`config.mk`:
```
export PLATFORM = sky130hd
export DESIGN_NAME = ifq_top
export DESIGN_NICKNAME = d
export VERILOG_FILES = /design/src/hw/ifq_pkg.sv /design/src/hw/ifq_prescaler.sv /design/src/hw/ifq_timebase.sv /design/src/hw/ifq_top.sv
export VERILOG_INCLUDE_DIRS = /design/src /design/src/hw
export SDC_FILE = /design/constraint.sdc
export NUM_CORES = 1
export LEC_CHECK = 0
export ABC_AREA = 1
export BUFFER_PORTS_ARGS = -buffer_cell sky130_fd_sc_hd__buf_2
export CAP_MARGIN = 0
export CORE_ASPECT_RATIO = 0.7
export CORE_UTILIZATION = 35
export CTS_CLUSTER_DIAMETER = 50
export CTS_CLUSTER_SIZE = 40
export DETAILED_ROUTE_END_ITERATION = 8
export PLACE_DENSITY_LB_ADDON = 0.08
export RECOVER_POWER = 100
export SYNTH_ARGS = -nofsm -noshare
export SYNTH_HDL_FRONTEND = slang
export SYNTH_HIERARCHICAL = 1
export SYNTH_SLANG_ARGS = --single-unit
export TNS_END_PERCENT = 1
```
`constraint.sdc`:
```
create_clock -name clk_i -period 2.3 [get_ports clk_i]
set_clock_uncertainty 0.05 [all_clocks]
set_input_delay 0.46 -clock clk_i [delete_from_list [all_inputs] [get_ports clk_i]]
set_output_delay 0.46 -clock clk_i [all_outputs]
set_load 0.01 [all_outputs]
```
`src/hw/ifq_defines.svh`:
```
// Constants for the IF frequency window qualifier
`ifndef IFQ_DEFINES_SVH
`define IFQ_DEFINES_SVH

// Reference and gate timing
`define IFQ_REF_PERIOD_NS   1000
`define IFQ_CYCLE_NS        8000
`define IFQ_GATE_NS         4000
`define IFQ_CLEAR_DELAY_NS  1000
`define IFQ_REF_DIV         (`IFQ_CYCLE_NS / `IFQ_REF_PERIOD_NS)
`define IFQ_GATE_PHASES     (`IFQ_GATE_NS / `IFQ_REF_PERIOD_NS)
`define IFQ_CLEAR_PHASES    (`IFQ_CLEAR_DELAY_NS / `IFQ_REF_PERIOD_NS)
`define IFQ_PRESCALE        4

// Count windows, one count per MHz of IF
`define IFQ_NARROW_LO       8'h30
`define IFQ_NARROW_HI       8'h66
`define IFQ_WIDE_LO         8'h16
`define IFQ_WIDE_HI         8'h80

// Data bus bit positions
`define IFQ_BIT_VALID       7
`define IFQ_BIT_NARROW_N    6
`define IFQ_BIT_OVERLOAD    4

// Register port offsets and reset values
`define IFQ_REG_IRQ_STATUS  2'h0
`define IFQ_REG_IRQ_MASK    2'h1
`define IFQ_REG_LIVE        2'h2
`define IFQ_IRQ_MASK_RESET  3'h0

// Interrupt status bit positions
`define IFQ_IRQ_NARROW      0
`define IFQ_IRQ_INVALID     1
`define IFQ_IRQ_OVERLOAD    2

`endif

```
`src/hw/ifq_pkg.sv`:
```
// Types shared by the IF frequency window qualifier
package ifq_pkg;

    // Held qualifier pair
    typedef struct packed {
        logic wide;
        logic narrow;
    } ifq_qual_type;

    // Timing pulses from the reference divider
    typedef struct packed {
        logic       gate;
        logic       load;
        logic       clear;
        logic [2:0] phase;
    } ifq_timing_type;

    // Measurement progress within one 8 us cycle
    typedef enum logic [1:0] {
        ST_COUNT,
        ST_HOLD,
        ST_IDLE
    } ifq_state_type;

endpackage

```
`src/hw/ifq_prescaler.sv`:
```
// Divide-by-four IF prescaler built from two binaries
`timescale 1ns/1ps
`default_nettype none
module ifq_prescaler
    import ifq_pkg::*;
(
    // Clock and reset
    input  wire logic clk_i,
    input  wire logic sys_rst_i,
    // IF in, prescaled tick out
    input  wire logic if_i,
    output logic      tick_o
);
    logic if_q;
    logic bin0;
    logic bin1;
    logic if_rise;
    logic bin0_fall;

    assign if_rise   = if_i & ~if_q;
    assign bin0_fall = if_rise & bin0;

    // Two cascaded divide-by-two stages
    always_ff @(posedge clk_i) begin
        if (sys_rst_i) begin
            if_q <= 1'b0;
            bin0 <= 1'b0;
            bin1 <= 1'b0;
        end else begin
            if_q <= if_i;
            if (if_rise) bin0 <= ~bin0;
            if (bin0_fall) bin1 <= ~bin1;
        end
    end

    // One tick for every fourth IF edge
    assign tick_o = bin0_fall & bin1;
endmodule
`default_nettype wire

```
`src/hw/ifq_timebase.sv`:
```
// Reference divider giving gate, load and clear timing
`timescale 1ns/1ps
`default_nettype none
`include "ifq_defines.svh"
module ifq_timebase
    import ifq_pkg::*;
#(
    parameter int DIV      = `IFQ_REF_DIV,
    parameter int OPEN     = `IFQ_GATE_PHASES,
    parameter int CLR_WAIT = `IFQ_CLEAR_PHASES
) (
    // Clock and reset
    input  wire logic     clk_i,
    input  wire logic     sys_rst_i,
    // 1 MHz reference, timing out
    input  wire logic     ref_i,
    output var ifq_timing_type timing_o
);
    localparam logic [2:0] LOAD_PH = 3'(OPEN);
    localparam logic [2:0] CLR_PH  = 3'(OPEN + CLR_WAIT);
    localparam logic [2:0] LAST_PH = 3'(DIV - 1);

    generate
        if (DIV != 8 || OPEN < 1 || OPEN + CLR_WAIT >= DIV) begin : g_bad
            $error("ifq_timebase: unsupported divider settings");
        end
    endgenerate

    logic       ref_q;
    logic       ref_rise;
    logic [2:0] phase;

    assign ref_rise = ref_i & ~ref_q;

    // Phase advances once per reference period
    always_ff @(posedge clk_i) begin
        if (sys_rst_i) begin
            ref_q <= 1'b0;
            phase <= 3'h0;
        end else begin
            ref_q <= ref_i;
            if (ref_rise) phase <= (phase == LAST_PH) ? 3'h0 : phase + 3'h1;
        end
    end

    // Gate is open for the first phases of the cycle
    assign timing_o.gate  = (phase < LOAD_PH);
    assign timing_o.load  = ref_rise & (phase == LOAD_PH - 3'h1);
    assign timing_o.clear = ref_rise & (phase == CLR_PH - 3'h1);
    assign timing_o.phase = phase;
endmodule
`default_nettype wire

```
`src/hw/ifq_top.sv`:
```
// IF frequency window qualifier with detector bus port
//
// Notes on behaviour
// IF divided by four before counting
// Gate from 1 MHz reference divided by eight
// Count prescaled edges only while gate open
// Measurement repeats every 8 us, free running
// Narrow qualifier true for counts 48 to 102
// Wide qualifier true for 22 to 128 MHz; code also holds it false while input_power_ok_i is low
// Both qualifiers captured once per cycle
// Counter cleared 1 us after capture
// Read strobe enables data driver, else released
// D6 carries narrow qualifier, low in range
// Arm strobe sets latch if wide held true
// Wide held false resets latch to invalid
// D7 carries validity latch, low means invalid
// Host restarts sweep 100 kHz lower if invalid
// D4 carries overload flag, high above +5 dBm
// Reset clears counter, divider, hold, latch invalid
//
// Implementation choices: the address-and-strobe port and the register addresses.
`timescale 1ns/1ps
`default_nettype none
`include "ifq_defines.svh"
module ifq_top
    import ifq_pkg::*;
#(
    parameter int CNT_W = 8
) (
    // Clock and reset
    input  wire logic       clk_i,
    input  wire logic       sys_rst_i,
    // Signal side
    input  wire logic       if_i,
    input  wire logic       ref_1mhz_i,
    input  wire logic       input_power_ok_i,
    input  wire logic       input_overload_flag_i,
    // Detector data bus port
    input  wire logic       detector_read_strobe_i,
    input  wire logic       detector_arm_strobe_i,
    output logic [7:0]      data_o,
    output logic            data_oe_o,
    // Register port
    input  wire logic [1:0] reg_addr_i,
    input  wire logic [7:0] reg_wdata_i,
    input  wire logic       reg_wr_i,
    input  wire logic       reg_rd_i,
    output logic [7:0]      reg_rdata_o,
    // Interrupt
    output logic            irq_o
);
    generate
        if (CNT_W != 8) begin : g_bad_width
            $error("ifq_top: count width must hold 128 and saturate at 8 bits");
        end
    endgenerate

    localparam logic [CNT_W-1:0] CNT_MAX = {CNT_W{1'b1}};

    // Window test, used for both qualifiers
    function automatic logic in_window(input logic [CNT_W-1:0] cnt,
                                       input logic [CNT_W-1:0] lo,
                                       input logic [CNT_W-1:0] hi);
        in_window = (cnt >= lo) && (cnt <= hi);
    endfunction

    logic             tick;
    ifq_timing_type   timing;
    logic [CNT_W-1:0] count;
    ifq_qual_type     next_qual;
    ifq_qual_type     qual_hold;
    logic             valid;
    logic             valid_q;
    logic             narrow_q;
    logic             ovl_q;
    ifq_state_type    state;
    ifq_state_type    next_state;
    logic [2:0]       irq_status;
    logic [2:0]       irq_mask;
    logic [2:0]       irq_event;
    logic [2:0]       irq_clear;

    // Prescaler ahead of the gated counter
    ifq_prescaler u_prescaler (
        .clk_i     (clk_i),
        .sys_rst_i (sys_rst_i),
        .if_i      (if_i),
        .tick_o    (tick)
    );

    // Reference divider, runs without any host command
    ifq_timebase u_timebase (
        .clk_i     (clk_i),
        .sys_rst_i (sys_rst_i),
        .ref_i     (ref_1mhz_i),
        .timing_o  (timing)
    ); // see R2

    // Gated binary counter; saturates so a very high IF never wraps into range
    always_ff @(posedge clk_i) begin
        if (sys_rst_i) begin
            count <= '0;
        end else if (timing.clear) begin
            count <= '0;
        end else if (timing.gate && tick && count != CNT_MAX) begin
            count <= count + CNT_W'(1);
        end
    end

    // Decode; lost input power forbids a valid wide result
    always_comb begin
        next_qual.narrow = in_window(count, `IFQ_NARROW_LO, `IFQ_NARROW_HI);
        next_qual.wide   = in_window(count, `IFQ_WIDE_LO, `IFQ_WIDE_HI)
                           && input_power_ok_i;
    end

    // Qualifier holding register, loaded once per cycle
    always_ff @(posedge clk_i) begin
        if (sys_rst_i) begin
            qual_hold <= '0;
        end else if (timing.load) begin
            qual_hold <= next_qual;
        end
    end

    // Measurement progress, for observation only
    always_comb begin
        case (state)
            ST_COUNT: next_state = timing.load ? ST_HOLD : ST_COUNT;
            ST_HOLD:  next_state = timing.clear ? ST_IDLE : ST_HOLD;
            ST_IDLE:  next_state = timing.gate ? ST_COUNT : ST_IDLE;
            default:  next_state = ST_COUNT;
        endcase
    end

    always_ff @(posedge clk_i) begin
        if (sys_rst_i) state <= ST_COUNT;
        else state <= next_state;
    end

    // Validity latch; a dropout wins over a simultaneous arm
    always_ff @(posedge clk_i) begin
        if (sys_rst_i) begin
            valid <= 1'b0;
        end else if (!qual_hold.wide) begin
            valid <= 1'b0;
        end else if (detector_arm_strobe_i) begin
            valid <= 1'b1;
        end
    end

    // Detector bus: data and enable both stand in the cycle after the strobe
    always_ff @(posedge clk_i) begin
        if (sys_rst_i) begin
            data_o    <= 8'h00;
            data_oe_o <= 1'b0;
        end else begin
            data_oe_o <= detector_read_strobe_i;
            data_o    <= 8'h00;
            data_o[`IFQ_BIT_VALID]    <= valid;
            data_o[`IFQ_BIT_NARROW_N] <= ~qual_hold.narrow;
            data_o[`IFQ_BIT_OVERLOAD] <= input_overload_flag_i;
        end
    end

    // Edge history for interrupt events
    always_ff @(posedge clk_i) begin
        if (sys_rst_i) begin
            valid_q  <= 1'b0;
            narrow_q <= 1'b0;
            ovl_q    <= 1'b0;
        end else begin
            valid_q  <= valid;
            narrow_q <= qual_hold.narrow;
            ovl_q    <= input_overload_flag_i;
        end
    end

    assign irq_event[`IFQ_IRQ_NARROW]   = qual_hold.narrow & ~narrow_q;
    assign irq_event[`IFQ_IRQ_INVALID]  = ~valid & valid_q;
    assign irq_event[`IFQ_IRQ_OVERLOAD] = input_overload_flag_i & ~ovl_q;
    assign irq_clear = (reg_wr_i && reg_addr_i == `IFQ_REG_IRQ_STATUS) ? reg_wdata_i[2:0] : 3'h0;

    // Sticky status, write one to clear; a new event beats the clear
    always_ff @(posedge clk_i) begin
        if (sys_rst_i) irq_status <= 3'h0;
        else irq_status <= (irq_status & ~irq_clear) | irq_event;
    end

    // Interrupt mask
    always_ff @(posedge clk_i) begin
        if (sys_rst_i) begin
            irq_mask <= `IFQ_IRQ_MASK_RESET;
        end else if (reg_wr_i && reg_addr_i == `IFQ_REG_IRQ_MASK) begin
            irq_mask <= reg_wdata_i[2:0];
        end
    end

    assign irq_o = |(irq_status & irq_mask);

    // Register read data, one cycle after the strobe; unmapped reads zero
    always_ff @(posedge clk_i) begin
        if (sys_rst_i) begin
            reg_rdata_o <= 8'h00;
        end else if (reg_rd_i) begin
            case (reg_addr_i)
                `IFQ_REG_IRQ_STATUS: reg_rdata_o <= {5'h00, irq_status};
                `IFQ_REG_IRQ_MASK:   reg_rdata_o <= {5'h00, irq_mask};
                `IFQ_REG_LIVE:       reg_rdata_o <= {valid, qual_hold.narrow, qual_hold.wide,
                                                     input_overload_flag_i, 4'h0};
                default:             reg_rdata_o <= 8'h00;
            endcase
        end else begin
            reg_rdata_o <= 8'h00;
        end
    end

    // Checking helpers: raw IF edges modulo four
    logic       if_h;
    logic [1:0] if_edges;
    always_ff @(posedge clk_i) begin
        if (sys_rst_i) begin
            if_h     <= 1'b0;
            if_edges <= 2'h0;
        end else begin
            if_h <= if_i;
            if (if_i && !if_h) if_edges <= if_edges + 2'h1;
        end
    end
endmodule
`default_nettype wire

```
# After elaboration in Yosys (flattened, before gate mapping)
# Cells that the tools add are included.
dict set report totals {
  regBits 44
}
dict set report op_classes {
  addsub 2
  order_cmp 5
  n_eq_ne 6
  n_mux 3
  bitwise 23
  n_reduce_logical 12
}
# operator n
set ops {}
lappend ops {{$pmux 8 s3} 1}
lappend ops {{$not 1->1} 10}
lappend ops {{$and 1x1->1} 9}
lappend ops {{$add 8x1->8 const B} 1}
lappend ops {{$ge 8x5->1 const B} 1}
lappend ops {{$ge 8x6->1 const B} 1}
lappend ops {{$le 8x7->1 const B} 1}
lappend ops {{$le 8x8->1 const B} 1}
lappend ops {{$ne 8x8->1 const B} 1}
lappend ops {{$logic_and 1x1->1} 7}
lappend ops {{$and 3x3->3} 2}
lappend ops {{$eq 3x3->1 const B} 2}
lappend ops {{$mux 3} 2}
lappend ops {{$reduce_or 2->1} 3}
lappend ops {{$add 3x1->3 const B} 1}
lappend ops {{$eq 3x2->1 const B} 1}
lappend ops {{$lt 3x3->1 const B} 1}
lappend ops {{$not 3->3} 1}
lappend ops {{$or 3x3->3} 1}
lappend ops {{$reduce_or 3->1} 1}
lappend ops {{$eq 2x1->1 const B} 1}
lappend ops {{$eq 2x2->1 const B} 1}
lappend ops {{$logic_not 2->1} 1}

# Logic depth before layout (Yosys ltp)
# Gate-level depths: netlist of run 1.
dict set report depth {
  word_depth 6
  depth_mapped 9
  depth_no_buf 9
}

# By module
# Netlist of run 1, hierarchy kept.
# mod instances cells_each area_each_um2 seq_area_each_um2
set modules_own_cells {}
lappend modules_own_cells {ifq_top 1 178 1288.7 580.6}
lappend modules_own_cells {ifq_timebase 1 35 236.5 80.1}
lappend modules_own_cells {ifq_prescaler 1 18 126.4 60.1}

# Worst setup path before layout of run 1
# No wires, ideal clock.
dict set report synth_path {
  path_type {flip-flop to flip-flop}
  start {register count[1]}
  end {register count[0]}
  setup_ps 116
  arrival_ps 1075
  required_ps 2134
  slack_ps 1059
  path_stages_with_launch 9
  n_path_buf 0
  synth_period_minus_slack_ps 1241
  path_cell_list {dfxtp_1 > ha_1 > inv_1 > nor2_1 > nand2_2 > nand2_4 > inv_2 > nor2_1 > nor2_1}
}
dict set report synth_between {
  elab_chain_cells 2
}
# element line_no
set synth_lines {}
lappend synth_lines {{from (decl)} ifq_top.sv:69} ;# logic [CNT_W-1:0] count;
lappend synth_lines {{from (signal assigned)} ifq_top.sv:106} ;# count <= count + CNT_W'(1);
lappend synth_lines {{$ne 8x8->1} ifq_top.sv:105} ;# end else if (timing.gate && tick && count != CNT_MAX) begin
lappend synth_lines {{$logic_and 1x1->1} ifq_top.sv:105}
# Every way passes these cells.
# A chain may end at the register's enable or synchronous reset.

# Worst setup path in the final report of run 1
# Same ends and word-level chain as after synthesis.

==> results of run 1 <==
through the flow:
step / utilization / total power [mW]
final: 0.422 / 1.21
after global routing: 0.422 / 1.28
after CTS: 0.427 / 1.24
after detailed placement: 0.406 / 0.758
after global placement: 0.406 / 0.759
after floorplan: - / 0.732
final cells by class:
type / instances / area [um2] / share of cell area
timing repair buffer: 26 / 113 / 0.0603
multi-input combinational: 155 / 738 / 0.395
inverter: 35 / 131 / 0.0703
clock buffer: 7 / 96.3 / 0.0516
tap: 55 / 68.8 / 0.0368
sequential: 36 / 721 / 0.386
synthesized netlist by cell type (all sizes together):
library cell and instances:
ha 6, conb 1, dfxtp 36, or2 1, a21oi 16, nand4 3, nor2 43, nor3b 1
nor3 3, xor2 2, inv 35, nand3 19, buf 10, nand2 46, xnor2 1, o21ai 8
power by group:
part | switching [mW] | internal, mW
Combinational | 0.0579 | 0.0316
Sequential | 0.0115 | 0.641
Clock | 0.205 | 0.267
layout by cell type, fill, tap and decap left out:
cell / instances
o21ai_0: 7
nand4_1: 3
nor2_2: 3
o21ai_1: 1
buf_2: 12
nor3_1: 3
nand2_2: 2
dfxtp_1: 36
xor2_1: 2
clkbuf_8: 7
conb_1: 6
ha_1: 6
inv_1: 35
xnor2_1: 1
nor2_1: 40
or2_2: 1
nand3_2: 1
a21oi_1: 16
clkbuf_1: 14
nand2_1: 44
nor3b_1: 1
nand3_1: 18
cells by family (layout without fill, tap and decap cells):
family / count (synthesis) / count (layout) / share of synthesized area
AOI/OAI and AO/OA: 24 / 24 / 0.0727
xor gates and xnor gates: 3 / 3 / 0.0159
adders and majority gates: 6 / 6 / 0.0455
buffers and inverters: 45 / 68 / 0.123
DFF: 36 / 36 / 0.436
other: 1 / 6 / 0.00227
and+or+nand+nor: 116 / 116 / 0.304
worst paths after layout:
check                                                from                     to  slack, ns
worst max register to register      count[1]$_SDFFE_PP0P_  count[0]$_SDFFE_PP0P_       0.71
worst min-delay path               detector_read_strobe_i   data_oe_o$_SDFF_PP0_       0.34
worst min register to register  qual_hold[0]$_SDFFE_PP0P_   data_o[6]$_SDFF_PP0_       0.38
worst max-delay path                count[1]$_SDFFE_PP0P_  count[0]$_SDFFE_PP0P_       0.71
worst max-delay path, stage by stage, from the launching register on:
cell     delay, ns
dfxtp_1       0.42
ha_1          0.23
inv_1         0.05
nor2_1        0.12
nand2_2       0.07
nand2_1       0.19
inv_1         0.18
nor2_1        0.12
nor2_1        0.05
flip-flops by register name, summed over array words and instances, names as in the netlist, 2 cells and up:
name              count
u_timebase/phase      3
reg_rdata_o           7
irq_status            3
count                 8
data_o                3
irq_mask              3
qual_hold             2
per-layer routing:
layer,wire length [um],up-vias,share of wire,track usage
met1,1730,585,0.56,0.203
met2,1150,37,0.37,0.172
met3,175,2,0.057,0.0474
met4,18,0,0.0058,0.0591
met5,0,-,0,0
li1,-,753,-,-
==> metrics.md, run 1 <==
| Metric | Value |
|---|---|
| CTS tree | `yes` |
| Critical Path RT | `2.42 ns` |
| Power density over the cells | `650 nW/um2` |
| Area growth from synthesis to layout | `13.1%` |
| Post-CTS sizing | `0` |
| Synth Instances | `231` |
| IO Port Bufs | `26` |
| Largest net degree at the start of global routing | `16` |
| Nets@finish | `285` |
| Syn_area_per_cell | `7.15 um2` |
| Cell Area, Placed | `1800 um2` |
| Max-cap viol count | `0` |
| Clock transition at path regs | `0.07 ns` |
| Vias per inst | `4.39` |
| Routed Antenna Nets | `0` |
| Worst Path Max Fanout | `7` |
| Leak | `0.809 nW` |
| Design Area, Final | `1870 um2` |
| Final Max Tran Viols | `0` |
| Area of the mapped netlist | `1650 um2` |
| Synth top area cells | `dfxtp_1 44%, nand2_1 9.8%, nor2_1 9.1%, inv_1 7.7%, nand3_1 5.5%` |
| Core area | `4430 um2` |
| Vias in the first global route | `1154` |
| Avg WL per Cell | `9.81 um` |
| First drt pass iteration count | `6` |
| Setup TNS | `0 ns` |
| Hold WC Path Type | `input port to register` |
| Pre-CTS setup slack | `0.795 ns` |
| Setup ws final | `0.711 ns` |
| Critical Path AT | `1.71 ns` |
| Status | `finished with violations` |
| DR iter-0 viols | `67` |
| Failing checks | `design-rule violations` |
| Initial Util | `0.373` |
| VDD IR max | `0.265 mV` |
| First-pass GRT wire length | `5200 um` |
| Final Cycle Share | `0.691` |
| Vias | `1377` |
| Placed insts | `307` |
| Worst-Margin Slew | `0.744 ns` |
| Detailed-placement wirelength estimate | `2320 um` |
| Post-synthesis sequential area ratio | `0.436` |
| F_max | `630 MHz` |
| Final setup vio count | `0` |
| Hold depth | `3` |
| Gr usage total | `0.136` |
| RSZ-0062 raised after global routing | `false` |
| Clk root buf | `clkbuf_8` |
| Initial antenna violation count | `0` |
| H-Tree Depth | `2` |
| Worst hold margin | `0.338 ns` |
| Post-CTS Setup Inserts | `0` |
| Layout Cells excl Fill | `314` |
| Die W | `84.1 um` |
| Clock buffer depth | `2` |
| DRC errors left | `6` |
| Share of cells above drive strength 1 | `0.100` |
| Synth top area share | `0.436` |
| Cell accounting for the most synthesized area | `dfxtp_1` |
| Crit. End Element | `register` |
| Max_slew headroom | `0.504` |
| Latest clock arrival within the worst-skew pair | `0.27 ns` |
| Type of origin of the critical path | `register` |
| Die H | `59.5 um` |
| Synth warn | `6` |
| Clock sinks | `36` |
| CP Class | `register to register` |
| CTS Hold Bufs | `0` |
| Final WL | `3080 um` |
| Reg2reg path depth | `8` |
| Number of synthesized register bits | `36` |
| Synth unique cells | `23` |
| Post-layout min period | `1.59 ns` |
| GRT overflow | `0` |
| Fillers | `480` |
| Total CTS buffers | `5` |
| Die area | `5000 um2` |
| Diode count | `0` |
| Hold Violations, Final | `0` |
| Placer Congestion | `0.807` |
| Rows | `20` |
| IO Pins | `38` |
(Power assumes the default switching activity.)
==> run 2: changes to the inputs <==
--- a/config.mk
+++ b/config.mk
@@ -6,7 +6,7 @@
 export SDC_FILE = /design/constraint.sdc
 export NUM_CORES = 1
 export LEC_CHECK = 0
-export ABC_AREA = 1
+export ABC_AREA = 0
 export BUFFER_PORTS_ARGS = -buffer_cell sky130_fd_sc_hd__buf_2
 export CAP_MARGIN = 0
 export CORE_ASPECT_RATIO = 0.7
==> constraint.sdc (replaced) <==
create_clock -name clk_i -period 1.4 [get_ports clk_i]
set_clock_uncertainty 0.05 [all_clocks]
set_input_delay 0.28 -clock clk_i [delete_from_list [all_inputs] [get_ports clk_i]]
set_output_delay 0.28 -clock clk_i [all_outputs]
set_load 0.01 [all_outputs]
==> run 2 against run 1 <==
Net effect:
- the run ends with negative setup slack left
- via count shrank 0.51%
- cell count shrank 11%
- utilization grew 5.0 points
- setup slack lost 0.86 ns
- first-iteration DRC count shrank 7.5%
- wire length grew 15%
- clock power grew 56%
- fmax grew 2.7%
- count of clock-buffer cells in the layout grew 1
- critical path depth shrank 2
- power grew 64%
- critical endpoint is now qual_hold[1]$_SDFFE_PP0P_
- largest power group unchanged
==> metrics.md, run 2 <==
| Metric | Value |
|---|---|
| Share of cells above drive strength 1 | `0.330` |
| Final Cycle Share | `1.11` |
| Worst hold margin | `0.164 ns` |
| Synth top area share | `0.422` |
| Vias per inst | `4.91` |
| Synth top area cells | `dfxtp_1 42%, mux2i_1 7.6%, ha_1 4.4%, buf_4 3.5%, nor2_1 3.3%` |
| Status | `finished with violations` |
| Syn_area_per_cell | `9.53 um2` |
| Routed Antenna Nets | `0` |
| Clock sinks | `36` |
| Setup TNS | `-0.630 ns` |
| Max-cap viol count | `0` |
| F_max | `646 MHz` |
| Synth unique cells | `48` |
| Rows | `20` |
| H-Tree Depth | `2` |
| Top cells by count, synth | `36 x dfxtp_1, 15 x nor2_1, 13 x inv_1, 13 x mux2i_1, 9 x nand2_1` |
| Number of synthesized register bits | `36` |
| Post-synthesis sequential area ratio | `0.422` |
| Core area | `4500 um2` |
| Post-CTS Setup Inserts | `0` |
| Setup ws final | `-0.147 ns` |
| IO Port Bufs | `26` |
| Critical Path AT | `1.70 ns` |
| Max_slew headroom | `0.543` |
| First-pass GRT wire length | `5920 um` |
| Clock buffer depth | `2` |
| Vias | `1370` |
| Total CTS buffers | `5` |
| Layout Cells excl Fill | `279` |
| VDD IR max | `0.486 mV` |
| Synth warn | `6` |
| Detailed-placement wirelength estimate | `2720 um` |
| Placer Congestion | `0.832` |
| Worst Setup SP | `u_timebase/phase[1]$_SDFFE_PP0P_` |
| Avg WL per Cell | `12.7 um` |
| Vias in the first global route | `1277` |
| R2r startpoint | `u_timebase/phase[1]$_SDFFE_PP0P_` |
| Power density over the cells | `939 nW/um2` |
| RSZ-0062 raised after global routing | `true` |
| Async SR Flop Fraction | `0` |
| GRT overflow | `0` |
| CTS tree | `yes` |
| Top_reg_cell synth | `dfxtp_1` |
| Top reg by flops | `count` |
| Gr usage total | `0.150` |
| Die H | `60.4 um` |
| Reg2reg path depth | `6` |
| CTS Hold Bufs | `0` |
| Largest net degree at the start of global routing | `15` |
| Area growth from synthesis to layout | `24.4%` |
| Hold WC Path Type | `input port to register` |
| First drt pass iteration count | `4` |
| Critical Path RT | `1.55 ns` |
| DR iter-0 viols | `62` |
| Final Max Tran Viols | `0` |
| Hold depth | `2` |
| Post-layout min period | `1.55 ns` |
| Final WL | `3540 um` |
| Hold_sp | `detector_read_strobe_i` |
| Latest clock arrival within the worst-skew pair | `0.28 ns` |
| Area of the mapped netlist | `1710 um2` |
| Nets@finish | `249` |
| Synth Instances | `179` |
| Biggest regs | `count: 8 flops, reg_rdata_o: 7 flops` |
| DRC errors left | `0` |
| Crit. End Element | `register` |
| Most common cell after layout, fill and taps aside | `dfxtp_1` |
| Initial Util | `0.379` |
| Leak | `0.899 nW` |
| IO Pins | `38` |
| Die area | `5160 um2` |
| Worst-Margin Slew | `0.686 ns` |
| Post-synth EDFFs | `0` |
| Most frequent cells in the layout | `33 x dfxtp_1, 24 x buf_2, 16 x buf_4` |
| Placed insts | `271` |
| CP Class | `register to register` |
| Cell accounting for the most synthesized area | `dfxtp_1` |
| Diode count | `0` |
| Failing checks | `negative setup slack` |
| Hold Violations, Final | `0` |
| Worst Path Max Fanout | `4` |
| Max reg flops | `8` |
| Initial antenna violation count | `0` |
| Clk root buf | `clkbuf_8` |
| Die W | `85.5 um` |
| Clock transition at path regs | `0.06 ns` |
| Type of origin of the critical path | `register` |
| Final setup vio count | `7` |
| Most numerous cell in the Yosys netlist | `dfxtp_1` |
## run 2: changes by cell type in the layout (fill, tap and decap cells not counted), moves of 4 or more
cell,change
nand2_1,-35
nor2_1,-25
inv_1,-22
buf_4,+16
nand3_1,-16
mux2i_1,+13
buf_2,+12
a21oi_1,-11
clkbuf_1,-7
nor2b_1,+6
o21ai_0,-4
## run 2: logic make-up (layout without fill, tap and decap cells)
family / Yosys count / in the layout / share of synthesized area
and+or+nand+nor: 71 / 71 / 0.263
DFF: 36 / 36 / 0.422
buffers and inverters: 28 / 68 / 0.0909
AOI/OAI and AO/OA: 22 / 22 / 0.0909
muxes: 13 / 13 / 0.0762
adders and majority gates: 6 / 6 / 0.0440
xor gates and xnor gates: 2 / 2 / 0.0103
other: 1 / 6 / 0.00220
## run 2: what timing repair did
| action | in CTS | in global routing |
|---|---|---|
| pin swaps | 3 | 3 |
| endpoints found under the hold margin | 0 | 0 |
| gates resized for setup | 2 | 12 |
| endpoints found under the setup margin | 11 | 11 |
## run 2: layer usage
layer	wire, um	track usage
met2	1540	0.237
met4	23	0.0500
met3	199	0.0463
met5	0	0
met1	1780	0.200
## run 2: through the flow
stage / setup WS, ns / util / total power [mW] / instance area [um2]
floorplan: -0.0664 / - / 1.21 / 1740
CTS: -0.158 / 0.467 / 2.03 / 2100
detailed placement: -0.175 / 0.445 / 1.28 / 2010
finish: -0.147 / 0.471 / 1.99 / 2120
global placement: -0.144 / 0.445 / 1.27 / 2010
global route: -0.236 / 0.471 / 2.10 / 2120
## run 2: area by class of cell
cell class / instances / area, um2
multi-input combinational: 120 / 910
tap: 55 / 68.8
inverter: 13 / 48.8
timing repair buffer: 47 / 282
clock buffer: 8 / 90.1
sequential: 36 / 724
fill: 462 / 2380
## run 2: critical path, cell delays in order (launching register included)
cell	delay [ns]
dfxtp_2	0.35
ha_4	0.14
ha_1	0.13
and2_4	0.15
nand3b_1	0.09
or4b_1	0.47
o211ai_1	0.09
## run 2: power by group
part	internal (mW)	leakage, nW	switching (mW)
Clock	0.401	0.0455	0.335
Combinational	0.0923	0.560	0.0967
Sequential	1.05	0.294	0.0167
## run 2: worst paths after layout
kind	to	slack, ns
worst min-delay path	data_oe_o$_SDFF_PP0_	0.16
worst min register to register	data_o[7]$_SDFF_PP0_	0.44
worst max register to register	qual_hold[1]$_SDFFE_PP0P_	-0.15
worst max-delay path	qual_hold[1]$_SDFFE_PP0P_	-0.15
==> run 3: changes to the inputs <==
--- a/config.mk
+++ b/config.mk
@@ -18,6 +18,5 @@
 export RECOVER_POWER = 100
 export SYNTH_ARGS = -nofsm -noshare
 export SYNTH_HDL_FRONTEND = slang
-export SYNTH_HIERARCHICAL = 1
 export SYNTH_SLANG_ARGS = --single-unit
 export TNS_END_PERCENT = 1
==> run 3 against run 2 <==
Net effect:
- critical path depth is 1 lower
- largest cell class unchanged
- the run still ends with negative setup slack left
- largest power group unchanged
- final area down 4.0%
- setup slack worse by 0.010 ns
- hold slack improved by 0.0036 ns
- sequential share of layout area grew 1.8 points
- combinational power is 9% lower
- die area shrank 6.2%
- sequential power hardly changed
- non-clock buffer count unchanged
- wire length fell by 2.9%
==> metrics.md, run 3 <==
| Metric | Value |
|---|---|
| Status | `finished with violations` |
| Failing checks | `negative setup slack` |
| DR WL met3 | `175 um` |
| Nets@finish | `243` |
| M1 WL | `1730 um` |
| Top cells by count, synth | `36 x dfxtp_1, 24 x nor2_1, 12 x a21oi_1` |
| Max-cap viol count | `0` |
| Total CTS buffers | `5` |
| VDD IR max | `0.697 mV` |
| Largest net degree at the start of global routing | `21` |
| Hold Path End | `data_oe_o$_SDFF_PP0_` |
| Layout Utilization | `0.468` |
| Syn_area_per_cell | `9.40 um2` |
| Async SR Flop Fraction | `0` |
| H-Tree Depth | `2` |
| Area growth from synthesis to layout | `27.6%` |
| Post-synthesis sequential area ratio | `0.451` |
| Clock buffer depth | `2` |
| Critical Path RT | `1.56 ns` |
| Share of cells above drive strength 1 | `0.298` |
| Fillers | `458` |
| Hold depth | `2` |
| Top Layer Used | `met4` |
| Final Cycle Share | `1.11` |
| Die H | `58.5 um` |
| Most common cell after layout, fill and taps aside | `dfxtp_1` |
| Clock sinks | `36` |
| DR iter-0 viols | `40` |
| Worst Path Max Fanout | `5` |
| Design Area, Final | `2040 um2` |
| GRT overflow | `0` |
| CP Class | `register to register` |
| Final WL | `3440 um` |
| Avg WL per Cell | `12.6 um` |
| R2r startpoint | `count[0]$_SDFFE_PP0P_` |
| Placer Congestion | `0.748` |
| RSZ-0062 raised after global routing | `true` |
| Crit. End Element | `register` |
| Top reg by flops | `count` |
| RR Endpoint | `count[7]$_SDFFE_PP0P_` |
| Synth Instances | `170` |
| Number of synthesized register bits | `36` |
| Synth top area cells | `dfxtp_1 45%, nor2_1 5.6%, ha_1 4.7%, mux2i_1 4.4%, buf_4 4.2%` |
| Power density over the cells | `971 nW/um2` |
| Detailed-placement wirelength estimate | `2560 um` |
| CP max stage delay | `0.51 ns` |
| Synth unique cells | `40` |
| Reg2reg path depth | `5` |
| Die W | `82.8 um` |
| Worst path cell trace | `ha_4, nand3_4, o2111ai_4, or4_4, a21oi_2` |
| Area of the mapped netlist | `1600 um2` |
| Hold Violations, Final | `0` |
| Cell accounting for the most synthesized area | `dfxtp_1` |
| Final Max Tran Viols | `0` |
| Max reg flops | `8` |
| Flop2flop setup slack | `-0.16 ns` |
| Post-synth EDFFs | `0` |
| Hold_sp | `detector_read_strobe_i` |
| Setup ws final | `-0.158 ns` |
| Post-layout min period | `1.56 ns` |
| Placed insts | `263` |
| Cell Area, Placed | `1890 um2` |
| Top_reg_cell synth | `dfxtp_1` |
| Layout Cells excl Fill | `273` |
| First-pass GRT wire length | `5560 um` |
| Rows | `20` |
| Critical Path AT | `1.72 ns` |
| Clock transition at path regs | `0.07 ns` |
| Vias in the first global route | `1221` |
| CTS tree | `yes` |
| Leak | `0.828 nW` |
| Type of origin of the critical path | `register` |
| Gr usage total | `0.158` |
| Initial Util | `0.367` |
| Core area | `4350 um2` |
| DRC errors left | `0` |
| Hold WC Path Type | `input port to register` |
| F_max | `642 MHz` |
| Clk root buf | `clkbuf_8` |
| Initial antenna violation count | `0` |
| Biggest regs | `count: 8 flops, reg_rdata_o: 7 flops` |
| IO Port Bufs | `26` |
| CTS Hold Bufs | `0` |
| DR WL met2 | `1510 um` |
| Synth top area share | `0.451` |
| Synth warn | `0` |
| IO Pins | `38` |
| Most numerous cell in the Yosys netlist | `dfxtp_1` |
| Vias | `1297` |
| Worst path slowest cell | `or4_4` |
| Diode count | `0` |
| Die area | `4840 um2` |
| Latest clock arrival within the worst-skew pair | `0.27 ns` |
| Final setup vio count | `11` |
| Vias per inst | `4.75` |
| First drt pass iteration count | `4` |
| Routed Antenna Nets | `0` |
| Most frequent cells in the layout | `29 x dfxtp_1, 24 x nor2_1, 19 x buf_4` |
-- run 3: cell count changes in the layout (fill, tap and decap cells not counted), sizes merged, moves of 5 or more --
cell / previous run / this run
inv: 13 / 8
a21oi: 6 / 12
buf: 42 / 32
nor2: 17 / 24
clkbuf: 13 / 23
mux2i: 13 / 7
-- run 3: critical path, delay by kind of cell, from the launching register on --
family	cells	cell delay (ns)
AOI/OAI and AO/OA	2	0.29
adders and majority gates	1	0.17
DFF	1	0.37
and+or+nand+nor	2	0.61
-- run 3: cells by family after synthesis --
logic type	share of synthesized area
other	0.00235
AND/OR/NAND/NOR	0.242
multiplexers	0.0439
adder cells (fa/ha/maj)	0.0470
XOR/XNOR	0.0219
flip-flops	0.451
buffers and inverters	0.0752
AO/OA/AOI/OAI	0.117
-- run 3: report_power, final --
group	internal (mW)	switching [mW]	total [mW]
Clock	0.401	0.340	0.741
Combinational	0.0793	0.0929	0.172
Sequential	1.05	0.0174	1.07
Total	1.53	0.451	1.98
-- run 3: worst max path at each step --
stage	from	end	slack, ns	cells after the start
final	count[0]$_SDFFE_PP0P_	count[7]$_SDFFE_PP0P_	-0.16	5
after global routing	count[0]$_SDFFE_PP0P_	count[7]$_SDFFE_PP0P_	-0.21	5
after CTS	count[0]$_SDFFE_PP0P_	qual_hold[1]$_SDFFE_PP0P_	-0.15	6
after detailed placement	count[0]$_SDFFE_PP0P_	count[7]$_SDFFE_PP0P_	-0.18	5
after global placement	count[0]$_SDFFE_PP0P_	count[7]$_SDFFE_PP0P_	-0.13	5
after floorplan	count[1]$_SDFFE_PP0P_	count[7]$_SDFFE_PP0P_	-0.11	5
-- run 3: area by class of cell --
class	count	area, um2	area share
Inverter	8	32.5	0.0160
Tap cell	55	68.8	0.0338
Timing Repair Buffer	47	264	0.130
Clock buffer	8	90.1	0.0442
Multi-Input combinational cell	119	851	0.417
Sequential cell	36	732	0.359
-- run 3: what timing repair did --
action                                  in CTS  in global routing
pin swaps                                    6                  1
endpoints found under the setup margin      11                 11
setup buffers                                1                  0
resized for setup                           14                  5
cloned                                       0                  1
-- run 3: through the flow --
stage / setup WS (ns) / setup TNS (ns) / total power, mW / hold WS, ns
finish: -0.158 / -0.983 / 1.98 / 0.168
floorplan: -0.114 / -0.425 / 1.20 / 0.313
global route: -0.214 / -1.74 / 2.09 / 0.163
global placement: -0.129 / -0.835 / 1.26 / 0.394
detailed placement: -0.177 / -1.20 / 1.26 / 0.417
CTS: -0.151 / -1.02 / 2.02 / 0.160
-- run 3: metal layers --
layer	global-route usage	vias up
li1	-	667
met1	0.202	595
met2	0.251	33
met3	0.0620	2
met4	0.0369	0
met5	0	-
